**src/logic/clkdiv_pkg.sv**
```systemverilog
// constants, field layouts and carrier types of the clock divider block
package clkdiv_pkg;
   // register indices; byte address on the bus is four times the index
   localparam logic [5:0] IDX_CH7_DIV = 6'h2c;
   localparam logic [5:0] IDX_SE_CTRL = 6'h2d;
   localparam logic [5:0] IDX_DIV_A = 6'h2e;
   localparam logic [5:0] IDX_PATH = 6'h2f;
   localparam logic [5:0] IDX_STATE = 6'h30;
   // reset values
   localparam logic [7:0] CH7_DIV_RST = 8'h05;
   localparam logic [7:0] SE_CTRL_RST = 8'h0a;
   localparam logic [7:0] DIV_A_RST = 8'h00;
   localparam logic [7:0] PATH_RST = 8'h00;
   // field positions
   localparam int PATH_SEL_BIT = 0;
   // prescale select codes and last count of each ratio
   localparam logic [1:0] PRE_OFF = 2'h0;
   localparam logic [1:0] PRE_DIV4 = 2'h1;
   localparam logic [1:0] PRE_DIV5 = 2'h2;
   localparam logic [2:0] PRE4_LAST = 3'h3;
   localparam logic [2:0] PRE5_LAST = 3'h4;
   // side pin source codes
   localparam logic [1:0] PIN_DIV_A = 2'h0;
   localparam logic [1:0] PIN_DIV_B = 2'h1;
   localparam logic [1:0] PIN_STATUS = 2'h2;
   localparam logic [1:0] PIN_OFF = 2'h3;
   // channel seven source codes
   localparam logic [1:0] CH7_SYNTH = 2'h0;
   localparam logic [1:0] CH7_SYNTH2 = 2'h1;
   // control register layout
   typedef struct packed {
      logic [1:0] rsvd;
      logic [1:0] prescale;
      logic [1:0] pin_b;
      logic [1:0] pin_a;
   } se_ctrl_t;
   // classic wishbone request from the master
   typedef struct packed {
      logic cyc;
      logic stb;
      logic we;
      logic [7:0] adr;
      logic [3:0] sel;
      logic [31:0] dat;
   } wb_req_t;
   // one side pin: level and its output enable
   typedef struct packed {
      logic out;
      logic oe;
   } pin_t;
endpackage : clkdiv_pkg

```
**src/logic/clkdiv_top.sv**
```systemverilog
// output divider, single-ended prescale/divider and side pin routing
// Contract
// - channel seven divider: setting N divides N+1
// - channel seven divider only on synthesizer sources
// - each side pin takes either divider
// - prescaler fed from first or second path
// - prescale codes: off, four, five, reserved
// - pin b select: div a, b, status, off
// - pin a select: div a, b, status, off
// - both pin selects reset to status
// - divider a counts prescaled clock, eight bits
// - divider a: zero disables, N divides N+1
//
// The Wishbone interface to the registers was chosen for this implementation.
`timescale 1ns/1ps
module clkdiv_top (
   // clock and reset; clk is the synthesizer clock
   input wire logic clk,
   input wire logic rst_b,
   // register bus
   input wire clkdiv_pkg::wb_req_t wb_req,
   output logic wb_ack_o,
   output logic [31:0] wb_dat_o,
   // sources from around the block
   input wire logic [1:0] ch7_source_sel,
   input wire logic second_path_tick,
   input wire logic ref_clk_in,
   input wire logic div_b_clk_in,
   input wire logic status_a_in,
   input wire logic status_b_in,
   // divided outputs
   output logic ch7_clk_out,
   output logic ch7_tick_out,
   output clkdiv_pkg::pin_t aux_pin_a,
   output clkdiv_pkg::pin_t aux_pin_b
);
   // next count of a wrapping counter advanced by a source tick; wrapping
   // at or above the setting lets a lowered setting take hold within one
   // period instead of rolling through all 256 counts first
   function automatic logic [7:0] nxt_count(input logic [7:0] cnt,
      input logic [7:0] last, input logic en);
      if (!en) return cnt;
      return (cnt >= last) ? 8'h00 : 8'(cnt + 8'h01);
   endfunction : nxt_count

   // high for the first ceil(ratio/2) counts of a period
   function automatic logic first_half(input logic [7:0] cnt,
      input logic [7:0] last);
      logic [8:0] half;
      half = 9'({1'b0, last} + 9'h002) >> 1;
      return {1'b0, cnt} < half;
   endfunction : first_half

   // registers
   logic [7:0] ch7_div_ff; // channel seven setting
   clkdiv_pkg::se_ctrl_t se_ctrl_ff; // prescale and pin selects
   logic [7:0] div_a_ff; // single_ended_divider_a_setting
   logic path_sel_ff; // 1 takes the second_synthesizer_path
   logic ctrl_written_ff; // control written since reset
   // bus decode
   logic req_live;
   logic [5:0] idx;
   logic wr_en;
   assign req_live = wb_req.cyc && wb_req.stb && !wb_ack_o;
   assign idx = wb_req.adr[7:2];
   assign wr_en = req_live && wb_req.we && wb_req.sel[0];

   // ack one cycle after the request, dropped the cycle after
   always_ff @(posedge clk or negedge rst_b) begin
      if (!rst_b) begin
         wb_ack_o <= 1'b0;
      end else begin
         wb_ack_o <= req_live;
      end
   end

   // register writes; low byte lane only, upper lanes ignored
   always_ff @(posedge clk or negedge rst_b) begin
      if (!rst_b) begin
         ch7_div_ff <= clkdiv_pkg::CH7_DIV_RST;
         se_ctrl_ff <= clkdiv_pkg::SE_CTRL_RST;
         div_a_ff <= clkdiv_pkg::DIV_A_RST;
         path_sel_ff <= 1'b0;
         ctrl_written_ff <= 1'b0;
      end else if (wr_en) begin
         unique case (idx)
            clkdiv_pkg::IDX_CH7_DIV: ch7_div_ff <= wb_req.dat[7:0];
            clkdiv_pkg::IDX_SE_CTRL: begin
               se_ctrl_ff <= wb_req.dat[7:0];
               ctrl_written_ff <= 1'b1;
            end
            clkdiv_pkg::IDX_DIV_A: div_a_ff <= wb_req.dat[7:0];
            clkdiv_pkg::IDX_PATH:
               path_sel_ff <= wb_req.dat[clkdiv_pkg::PATH_SEL_BIT];
            default: ; // unmapped or read-only: write dropped
         endcase
      end
   end

   // the reference is an outside clock: three flops, agree on last two
   logic ref_s1_ff, ref_s2_ff, ref_s3_ff, ref_lvl_ff;
   always_ff @(posedge clk or negedge rst_b) begin
      if (!rst_b) begin
         ref_s1_ff <= 1'b0;
         ref_s2_ff <= 1'b0;
         ref_s3_ff <= 1'b0;
         ref_lvl_ff <= 1'b0;
      end else begin
         ref_s1_ff <= ref_clk_in;
         ref_s2_ff <= ref_s1_ff;
         ref_s3_ff <= ref_s2_ff;
         if (ref_s2_ff == ref_s3_ff) ref_lvl_ff <= ref_s3_ff;
      end
   end

   // channel seven: a reference source bypasses the divider
   logic ch7_bypass;
   logic ch7_src_tick;
   logic [7:0] ch7_cnt_ff;
   assign ch7_bypass = ch7_source_sel[1];
   assign ch7_src_tick = (ch7_source_sel == clkdiv_pkg::CH7_SYNTH) ||
      (ch7_source_sel == clkdiv_pkg::CH7_SYNTH2 && second_path_tick);

   // counter wraps at the setting: ratio is setting plus one
   always_ff @(posedge clk or negedge rst_b) begin
      if (!rst_b) begin
         ch7_cnt_ff <= 8'h00;
         ch7_tick_out <= 1'b0;
         ch7_clk_out <= 1'b0;
      end else begin
         ch7_cnt_ff <= nxt_count(ch7_cnt_ff, ch7_div_ff,
            ch7_src_tick && !ch7_bypass);
         ch7_tick_out <= !ch7_bypass && ch7_src_tick &&
            ch7_cnt_ff == ch7_div_ff;
         // ratio one shows as a steady high level with a tick on each source tick
         ch7_clk_out <= ch7_bypass ? ref_lvl_ff :
            first_half(ch7_cnt_ff, ch7_div_ff);
      end
   end

   // prescaler: first path ticks every cycle, second by its strobe
   logic pre_src_tick;
   logic [2:0] pre_cnt_ff;
   logic [2:0] pre_last;
   logic pre_on;
   logic pre_tick_ff;
   assign pre_src_tick = path_sel_ff ? second_path_tick : 1'b1;
   // the reserved code is treated as off rather than guessing a ratio
   assign pre_on = se_ctrl_ff.prescale == clkdiv_pkg::PRE_DIV4 ||
      se_ctrl_ff.prescale == clkdiv_pkg::PRE_DIV5;
   assign pre_last = (se_ctrl_ff.prescale == clkdiv_pkg::PRE_DIV5) ?
      clkdiv_pkg::PRE5_LAST : clkdiv_pkg::PRE4_LAST;
   always_ff @(posedge clk or negedge rst_b) begin
      if (!rst_b) begin
         pre_cnt_ff <= 3'h0;
         pre_tick_ff <= 1'b0;
      end else if (!pre_on) begin
         pre_cnt_ff <= 3'h0;
         pre_tick_ff <= 1'b0;
      end else if (pre_src_tick) begin
         pre_cnt_ff <= (pre_cnt_ff >= pre_last) ? 3'h0 :
            3'(pre_cnt_ff + 3'h1);
         pre_tick_ff <= pre_cnt_ff == pre_last;
      end else begin
         pre_tick_ff <= 1'b0;
      end
   end

   // divider a: zero holds it stopped and low
   logic [7:0] div_a_cnt_ff;
   logic div_a_tick_ff;
   logic div_a_lvl_ff;
   always_ff @(posedge clk or negedge rst_b) begin
      if (!rst_b) begin
         div_a_cnt_ff <= 8'h00;
         div_a_tick_ff <= 1'b0;
         div_a_lvl_ff <= 1'b0;
      end else if (div_a_ff == 8'h00) begin
         div_a_cnt_ff <= 8'h00;
         div_a_tick_ff <= 1'b0;
         div_a_lvl_ff <= 1'b0;
      end else begin
         div_a_cnt_ff <= nxt_count(div_a_cnt_ff, div_a_ff,
            pre_tick_ff);
         div_a_tick_ff <= pre_tick_ff && div_a_cnt_ff == div_a_ff;
         div_a_lvl_ff <= first_half(div_a_cnt_ff, div_a_ff);
      end
   end

   // side pin routing; a disabled pin releases its driver
   function automatic clkdiv_pkg::pin_t route(input logic [1:0] sel,
      input logic a_clk, input logic b_clk, input logic status);
      clkdiv_pkg::pin_t p;
      p = '{out: 1'b0, oe: 1'b1};
      unique case (sel)
         clkdiv_pkg::PIN_DIV_A: p.out = a_clk;
         clkdiv_pkg::PIN_DIV_B: p.out = b_clk;
         clkdiv_pkg::PIN_STATUS: p.out = status;
         clkdiv_pkg::PIN_OFF: p.oe = 1'b0;
      endcase
      return p;
   endfunction : route

   always_ff @(posedge clk or negedge rst_b) begin
      if (!rst_b) begin
         aux_pin_a <= '{out: 1'b0, oe: 1'b0};
         aux_pin_b <= '{out: 1'b0, oe: 1'b0};
      end else begin
         aux_pin_a <= route(se_ctrl_ff.pin_a, div_a_lvl_ff,
            div_b_clk_in, status_a_in);
         aux_pin_b <= route(se_ctrl_ff.pin_b, div_a_lvl_ff,
            div_b_clk_in, status_b_in);
      end
   end

   // read data; unmapped indices answer zero
   always_ff @(posedge clk or negedge rst_b) begin
      if (!rst_b) begin
         wb_dat_o <= 32'h0000_0000;
      end else if (req_live && !wb_req.we) begin
         unique case (idx)
            clkdiv_pkg::IDX_CH7_DIV: wb_dat_o <= {24'h000000, ch7_div_ff};
            clkdiv_pkg::IDX_SE_CTRL: wb_dat_o <= {24'h000000, se_ctrl_ff};
            clkdiv_pkg::IDX_DIV_A: wb_dat_o <= {24'h000000, div_a_ff};
            clkdiv_pkg::IDX_PATH: wb_dat_o <= {31'h0, path_sel_ff};
            clkdiv_pkg::IDX_STATE: wb_dat_o <= {21'h0, pre_on, ch7_bypass,
               div_a_ff != 8'h00, div_a_cnt_ff};
            default: wb_dat_o <= 32'h0000_0000;
         endcase
      end
   end

   // helper: cycles between channel seven ticks under a steady setup
   logic [8:0] gap_ff;
   logic gap_ok_ff;
   always_ff @(posedge clk or negedge rst_b) begin
      if (!rst_b) begin
         gap_ff <= 9'h001;
         gap_ok_ff <= 1'b0;
      end else begin
         gap_ff <= ch7_tick_out ? 9'h001 : 9'(gap_ff + 9'h001);
         if (wr_en || ch7_source_sel != clkdiv_pkg::CH7_SYNTH)
            gap_ok_ff <= 1'b0;
         else if (ch7_tick_out)
            gap_ok_ff <= 1'b1;
      end
   end
endmodule : clkdiv_top

```
**config.mk**
```make
export PLATFORM = sky130hd
export DESIGN_NAME = clkdiv_top
export DESIGN_NICKNAME = d
export VERILOG_FILES = /design/src/logic/clkdiv_pkg.sv /design/src/logic/clkdiv_top.sv
export SDC_FILE = /design/constraint.sdc
export NUM_CORES = 1
export LEC_CHECK = 0
export BUFFER_PORTS_ARGS = -buffer_cell sky130_fd_sc_hd__clkbuf_2
export CORE_UTILIZATION = 55
export CTS_BUF_LIST = sky130_fd_sc_hd__clkbuf_4 sky130_fd_sc_hd__clkbuf_8
export DETAILED_ROUTE_END_ITERATION = 8
export HOLD_SLACK_MARGIN = 0.05
export PLACE_DENSITY = 0.81
export SLEW_MARGIN = 30
export SYNTH_ARGS = -nofsm -noshare
export SYNTH_HDL_FRONTEND = slang
export SYNTH_SLANG_ARGS = --single-unit
```
**constraint.sdc**
```tcl
create_clock -name clk -period 5.5 [get_ports clk]
set_clock_uncertainty 0.05 [all_clocks]
set_input_delay 0 -clock clk [delete_from_list [all_inputs] [get_ports clk]]
set_output_delay 0 -clock clk [all_outputs]
set_load 0.01 [all_outputs]
```
Word-level counts from Yosys, hierarchy flattened
Index checks and enable logic that the tools add are counted.
Widths: inputs -> output; s select.
Cells by class
  mux-type cells: 20
  equality and inequality tests: 19
  add/subtract/negate cells: 5
  $lt $le $gt $ge: 5
  reduce and logical (&&, ||, !) cells: 22
Operators with widths (count)
  $pmux 11 s5: 1
  $mux 8: 4
  $eq 6x6->1 const B: 5
  $add 8x2->9 const B: 2
  $add 8x1->8 const B: 2
  $ge 8x8->1: 2
  $lt 8x8->1: 2
  $mux 3: 4
  $eq 2x2->1 const B: 5
  $mux 1: 9
  $eq 2x1->1 const B: 4
  $eq 8x8->1: 1
  $logic_and 1x1->1: 8
  $logic_not 8->1: 1
  $reduce_and 2->1: 4
  $reduce_bool 8->1: 1
  $logic_not 2->1: 3
  $pmux 1 s3: 2
  $add 3x1->3 const B: 1
  $eq 3x3->1: 1
  $ge 3x3->1: 1
  $logic_not 1->1: 3
  $ne 3x3->1 const B: 1
  $logic_or 1x1->1: 2
  2 further kinds: 2
Word-level totals
  register bits after elaboration: 89
  logic and storage cells: 95
  output and inout bits: 39

Longest topological paths before layout
Gate-level depths: netlist (run 1).
  word-level depth: 6
  depth in mapped cells: 9
  mapped depth without buffers: 9

Worst setup path before layout (run 1)
Ideal clock, no wire load.
  path type: register to register
  start point: register div_a_ff[6]
  end point: register div_a_cnt_ff[5]
  arrival time: 2.049 ns
  path slack: 3.327 ns
  setup time: 0.074 ns
  data required time: 5.376 ns
  stages on the path, launching flop included: 8
  cells stage by stage: dfrtp_1 > inv_1 > ha_1 > a41oi_2 > nand2_1 > a2111o_2 > or3_1 > o21ai_2
On the way
  longest elaborated chain between the ends: 4
  elaborated cells on any way between the ends: 6
RTL lines
  start, declared: line clkdiv_top.sv:57  | logic [7:0] div_a_ff;
  start signal, assigned: line clkdiv_top.sv:82  | div_a_ff <= clkdiv_pkg::DIV_A_RST;
  start signal, assigned: line clkdiv_top.sv:92  | clkdiv_pkg::IDX_DIV_A: div_a_ff <= wb_req.dat[7:0];
  $ge 8x8->1: line clkdiv_top.sv:43  | return (cnt >= last) ? 8'h00 : 8'(cnt + 8'h01);
  $mux 8 (2 in a row): line clkdiv_top.sv:43
  $mux 8: line clkdiv_top.sv:178  | end else if (div_a_ff == 8'h00) begin
  end signal, assigned: line clkdiv_top.sv:183  | div_a_cnt_ff <= nxt_count(div_a_cnt_ff, div_a_ff,
  end, declared: line clkdiv_top.sv:170  | logic [7:0] div_a_cnt_ff;
Several ways; a longest one is shown, not always the timed one. The select of a mux whose other input is x is not followed.
A chain may end at the register's enable or synchronous reset.

Final worst setup path (run 1)
Ends and elaborated chain as after synthesis.

==> results of run 1 <==
==> what timing repair did <==
action                                 CTS  global route
hold buffers                            19             0
endpoints found under the hold margin   99             0
resized for setup                        0             0
==> flip-flops by register name, summed over array words and instances, names as in the netlist, 2 cells and up <==
signal        count
aux_pin_b         2
ch7_cnt_ff        8
ch7_div_ff        8
pre_cnt_ff        3
div_a_ff          8
se_ctrl_ff        8
aux_pin_a         2
div_a_cnt_ff      8
wb_dat_o         11
==> final cells by class <==
class | instances | area (um^2)
fill | 562 | 2424
multi-input combinational | 305 | 2141
sequential | 68 | 1707
timing repair buffer | 65 | 425.4
clock inverter | 7 | 146.4
clock buffer | 9 | 123.9
inverter | 33 | 123.9
tap | 99 | 123.9
==> per-layer routing <==
metal	wire, um	global-route usage
met1	3927	0.3152
met3	455	0.04807
met5	0	0
met2	4584	0.4334
met4	254	0.1290
==> worst max-delay path, cell delays in order (launching register included) <==
cell	delay, ns
dfrtp_1	0.47
inv_1	0.10
ha_1	0.35
a41oi_2	0.33
nand2_1	0.09
a2111o_2	0.53
or3_1	0.39
o21ai_2	0.07
==> worst paths after layout <==
check / from / endpoint / slack, ns / cells past startpoint
worst max-delay path: div_a_ff[6]$_DFFE_PN0P_ / div_a_cnt_ff[5]$_DFFE_PN0P_ / 3.04 / 7
max in group asynchronous: rst_b / ref_s3_ff$_DFF_PN0_ / 4.53 / 3
min in group asynchronous: rst_b / div_a_cnt_ff[2]$_DFFE_PN0P_ / 0.30 / 3
worst min register to register: ref_s1_ff$_DFF_PN0_ / ref_s2_ff$_DFF_PN0_ / 0.30 / 0
worst min-delay path: wb_req[38] / div_a_ff[7]$_DFFE_PN0P_ / 0.09 / 3
worst max register to register: div_a_ff[6]$_DFFE_PN0P_ / div_a_cnt_ff[5]$_DFFE_PN0P_ / 3.04 / 7
==> power by group through the flow <==
stage	combinational, mW	sequential, mW	clock (mW)
after floorplan	0.0871	0.543	0
after global placement	0.121	0.543	0
after detailed placement	0.126	0.543	0
after CTS	0.140	0.533	0.567
after global routing	0.159	0.536	0.593
final	0.140	0.534	0.563
==> cell usage in the layout, fill, tap and decap left out, types with 3 or more instances in the layout <==
cell type / Yosys / final
nand2b_1: 5 / 5
nand4_1: 4 / 4
mux2_2: 20 / 20
dfstp_2: 4 / 4
a21oi_1: 14 / 14
dlygate4sd3_1: 0 / 19
a22oi_1: 8 / 8
a211oi_1: 5 / 5
nand3_1: 18 / 18
inv_1: 33 / 33
o22ai_1: 4 / 4
xnor2_1: 11 / 11
nor3_1: 5 / 5
nand2_1: 40 / 40
bufinv_16: 0 / 4
a222oi_1: 8 / 8
nor2b_1: 3 / 3
ha_1: 39 / 39
a31oi_1: 3 / 3
and3_1: 5 / 5
a22o_1: 4 / 4
dfrtp_1: 64 / 64
a21o_1: 5 / 5
clkbuf_8: 0 / 9
o21ai_0: 32 / 32
clkbuf_2: 0 / 43
conb_1: 1 / 21
mux2i_1: 3 / 3
nor2_1: 18 / 18
==> kinds of logic (layout without fill, tap and decap cells) <==
group	count (synthesis)	count (layout)	share of synthesized area
compound gates	96	96	0.1577
xor+xnor	11	11	0.02362
fa+ha+maj	40	40	0.1221
buf+inv	60	114	0.07515
flops	68	68	0.4184
mux	23	23	0.06258
other cells	1	21	0.0009194
simple gates	114	114	0.1396
==> stage by stage <==
| step | util | cell area (um^2) | total power, mW | instances | setup slack [ns] |
|---|---|---|---|---|---|
| 4_1_cts | 0.6641 | 4791 | 1.241 | 586 | 3.070 |
| 2_1_floorplan | - | 4154 | 0.6297 | 433 | 3.327 |
| 3_3_place_gp | 0.6002 | 4330 | 0.6638 | 551 | 3.142 |
| 5_1_grt | 0.6641 | 4791 | 1.288 | 586 | 2.918 |
| 6_report | 0.6641 | 4791 | 1.237 | 586 | 3.042 |
| 3_5_place_dp | 0.6002 | 4330 | 0.6688 | 551 | 3.109 |
==> run metrics, run 1 <==
Data arrival, critical path between 2 and 3 ns; fin crit share 0.4468; post-synth cell types between 50 and 60; register share of total power 0.431; Slew Limit Fails 0; Core Region between 7000 and 8000 um^2; Synth area leaders dfrtp_1, ha_1, mux2_2, o21ai_0, buf_4; hold crit path type input pin to register; first-pass GRT wire length about 15 mm; register bit count reported by yosys 68; setup TNS 0 ns; Cell Area, Synth just over 4000 um^2; Global Route Usage Sum 0.2568; HPWL reported at the end of detailed placement 6.633 mm; Clock power frac 0.455; Layout Nets 577; Setup CP Type register to register; Max Fclk 0.4069 GHz; first-iteration detailed-routing DRC count between 200 and 300; Vias around 3400; P_sw approximately 300 uW; total gr overflow 0; RSZ-0062 raised after global routing false; power per cell area between 200 and 300 nW/um^2; number of placement rows 31; crit path time final approximately 2.5 ns; H-tree Lvls 3; post-route ant nets 0; antenna cells 0; Area growth, synth to finish 17.45%; antenna violations before repair 0; TritonCTS buffer count 9; fraction of registers with async set/reset 1.000; final WL 9.221 mm; Post-synth top cells dfrtp_1, nand2_1, ha_1, inv_1, o21ai_0; largest net degree at the start of global routing 69; drc violations 0; Routed WL per cell about 16 um; CP Capture Type register; clk buf depth 2; Syn Area/Cell slightly below 10 um^2; share of the synthesized area in the top cell type 0.3926; Worst Path Required roughly 5.7 ns; Final Setup Violations 0; worst relative slew slack 0.4168; Die X between 80 and 90 um; most common cell in the synthesized netlist dfrtp_1; static leakage 2.304 nW; CTS clk-pin slew, worst paths roughly 0.080 ns; Setup crit start kind register; internal power a little over 900 uW; TritonCTS clock tree done; Max-Cap Viols 0; number of global-route vias before repair between 3000 and 4000; Seq/Total Area, Yosys 0.4184; # port buffers between 40 and 50; status finished, final reports clean; worst hold slack roughly 0.088 ns; critical path fanouts, max 9; worst slew pin tran around 0.87 ns; Primary FF master, synth dfrtp_1; power share of the combinational group 0.113; clk_lat worst skew 0.36 ns; Initial Util 0.5654; via/cell ratio ~5.8; Post-Syn Instances around 410; YS warnings 0; DR pass1 iterations 5; peak supply drop between 0.15 and 0.2 mV; clk root buf clkbuf_8; RePlAce Congestion slightly below 0.9; share of post-route cells with drive strength above 1 0.1930; Die H roughly 88 um; Post-synth EDFFs 0; buffer count from post-CTS setup fixing 0; switching share of power 0.2461; Synth area leader dfrtp_1; io pins 95; DIE AREA roughly 7800 um^2; clock tree sinks between 60 and 70; Fin. Hold Viols 0
(Power assumes the default switching activity.)
==> inputs of run 2 (changes only) <==
- CORE_UTILIZATION: 55 -> 51
- PLACE_DENSITY: 0.81 -> 0.79
- clock period: 5.5 -> 2.1 ns (I/O delays scaled with it)
==> run 2 against run 1 <==
Against the previous run: the flow now finishes with violations (negative setup slack); design area is 8.9% higher; fmax is 16% higher; combinational power grew to 3.2 times the previous value; worst setup slack worse by 3.1 ns; first-iteration DRC count is 38% lower; hold slack better by 0.028 ns; critical path depth stayed put; critical endpoint unchanged; largest cell class unchanged; highest routed layer unchanged.
==> run metrics, run 2 (synthesis gave the netlist of run 1 again) <==
Layout Nets 623 (+8.0%); number of placement rows 32 (+3.2%); Die H 91.43 um (+3.8%); clk buf depth 2 (unchanged); first-iteration detailed-routing DRC count 170 (-38%); Initial Util 0.5278 (-0.03753); dpl cells 597 (+8.3%); Die X 91.43 um (+3.8%); clk_lat worst skew 0.36 ns (about the same); most common cell after layout, fill and taps aside dfrtp_1; via/cell ratio 5.677 (-1.3%); share of post-route cells with drive strength above 1 0.3133 (+0.1203); max FFs per register 11 (unchanged); Data arrival, critical path 2.35 ns (-0.34 ns); CP Capture Type register; failing checks negative setup slack; worst relative slew slack 0.6249 (+0.2082); first-pass GRT wire length 17.21 mm (+15%); critical path fanouts, max 3 (-6); Routed WL per cell 16.59 um (+5.5%); static leakage 2.519 nW (+9.3%); TritonCTS clock tree done; status finished, violations left; drc violations 0 (unchanged); post-route ant nets 0 (unchanged); Largest Register wb_dat_o; Fin. Hold Viols 0 (unchanged); Fillers 589 (+4.8%); crit path time final 2.116 ns (-0.3418 ns); Vias 3605 (+6.9%); final WL 10.54 mm (+14%); io pins 95 (unchanged); Storage cell area 1712 um^2 (+0.29%); largest net degree at the start of global routing 69 (unchanged); worst slew pin tran 0.5606 ns (-0.3076 ns); CP peak stage delay 0.52 ns (about the same); clock tree sinks 68 (unchanged); Final Setup Violations 1 (+1); Worst Path Required 2.33 ns (-3.40 ns); Max Fclk 0.4726 GHz (+16%); Max-Cap Viols 0 (unchanged); DR pass1 iterations 5 (unchanged); peak supply drop 0.3852 mV (+140%); multi-input logic area 2255 um^2 (+5.3%); Setup crit start kind register; CP bufs+invs 1 (unchanged); Setup WS post-layout -0.01582 ns (-3.058 ns); hold crit path type input pin to register; Finished Core Util 0.6750 (+0.01097); setup TNS -0.01582 ns (-0.01582 ns); DIE AREA 8359 um^2 (+7.7%); TritonCTS buffer count 9 (unchanged); HPWL reported at the end of detailed placement 7.417 mm (+12%); CP delay by family, top compound AO/OA/AOI/OAI gates; Global Route Usage Sum 0.2681 (+0.01127); placed inst area 4669 um^2 (+7.8%); worst hold slack 0.1165 ns (+0.02803 ns); number of global-route vias before repair 3577 (+13%); fin crit share 1.008 (+0.5607); non-filler cells, final 635 (+8.4%); power per cell area 562.8 nW/um^2 (+120%); Slowest-stage cell, CP a2111o_2; CTS clk-pin slew, worst paths 0.08 ns (about the same); most frequent cells in the layout dfrtp_1, clkbuf_2, buf_4, nand2_1, ha_1; Core Region 7727 um^2 (+7.1%); H-tree Lvls 3 (unchanged); total gr overflow 0 (unchanged); RSZ-0062 raised after global routing true; cell chain of the critical path inv_2, ha_4, a211oi_2, o21ai_1, a2111o_2, or3_4, o21ai_2; antenna cells 0 (unchanged); Area growth, synth to finish 27.88%; Slew Limit Fails 0 (unchanged); Setup CP Type register to register; # port buffers 44 (unchanged); RePlAce Congestion 0.9282 (+5.9%); Final Cell Area 5216 um^2 (+8.9%); antenna violations before repair 0 (unchanged); clk root buf clkbuf_8
-- run 2: cell count changes in the layout (fill, tap and decap cells not counted), moves of 3 or more --
cell / delta
ha_1: -4
buf_4: +40
inv_2: +4
dfrtp_2: +4
buf_6: +5
dfrtp_1: -4
inv_1: -4
bufinv_16: -3
o21ai_0: -3
-- run 2: repair_timing --
item / CTS / global route
hold buffers: 19 / 0
hold endpoints to repair: 102 / 0
buffers inserted: 3 / 2
setup endpoints to repair: 13 / 16
resized for setup: 13 / 25
pin swaps: 4 / 7
-- run 2: through the flow --
| stage | total power, mW | setup slack, ns |
|---|---|---|
| after floorplan | 1.649 | -0.005264 |
| after global placement | 1.792 | -0.06652 |
| after detailed placement | 1.803 | -0.1211 |
| after CTS | 2.928 | -0.01162 |
| after global routing | 3.062 | -0.09169 |
| final | 2.935 | -0.01582 |
-- run 2: metal layers --
| layer | routed length (um) | up-vias | global-route usage |
|---|---|---|---|
| li1 | - | 1685 | - |
| met3 | 659 | 34 | 0.04606 |
| met1 | 4292 | 1739 | 0.3260 |
| met5 | 0 | - | 0 |
| met2 | 5177 | 147 | 0.4436 |
| met4 | 408 | 0 | 0.1614 |
-- run 2: cell type report --
cell class	count	area share
clock buffer	10	0.02519
inverter	33	0.02375
clock inverter	6	0.01247
multi-input combinational	305	0.4322
timing repair buffer	111	0.1538
tap	102	0.02447
sequential	68	0.3281
-- run 2: worst paths after layout --
| check | start | to | slack [ns] | depth (start not counted) |
|---|---|---|---|---|
| max in group asynchronous | rst_b | se_ctrl_ff[1]$_DFFE_PN1P_ | 1.53 | 3 |
| worst min register to register | ref_s1_ff$_DFF_PN0_ | ref_s2_ff$_DFF_PN0_ | 0.30 | 0 |
| worst max register to register | div_a_ff[2]$_DFFE_PN0P_ | div_a_cnt_ff[5]$_DFFE_PN0P_ | -0.02 | 7 |
| worst max-delay path | div_a_ff[2]$_DFFE_PN0P_ | div_a_cnt_ff[5]$_DFFE_PN0P_ | -0.02 | 7 |
| min in group asynchronous | rst_b | ch7_cnt_ff[5]$_DFFE_PN0P_ | 0.15 | 3 |
| worst min-delay path | ch7_source_sel[0] | ch7_tick_out$_DFF_PN0_ | 0.12 | 5 |
-- run 2: power by group --
part / leakage (nW) / internal, mW / switching (mW) / total (mW)
Combinational: 1.57 / 0.218 / 0.233 / 0.451
Clock: 0.0996 / 0.561 / 0.532 / 1.09
Sequential: 0.850 / 1.36 / 0.0328 / 1.39
-- run 2: worst min-delay path, cell delays in order --
cell      delay, ns
clkbuf_2       0.07
inv_1          0.03
o21ai_0        0.14
buf_4          0.18
nor3_1         0.07
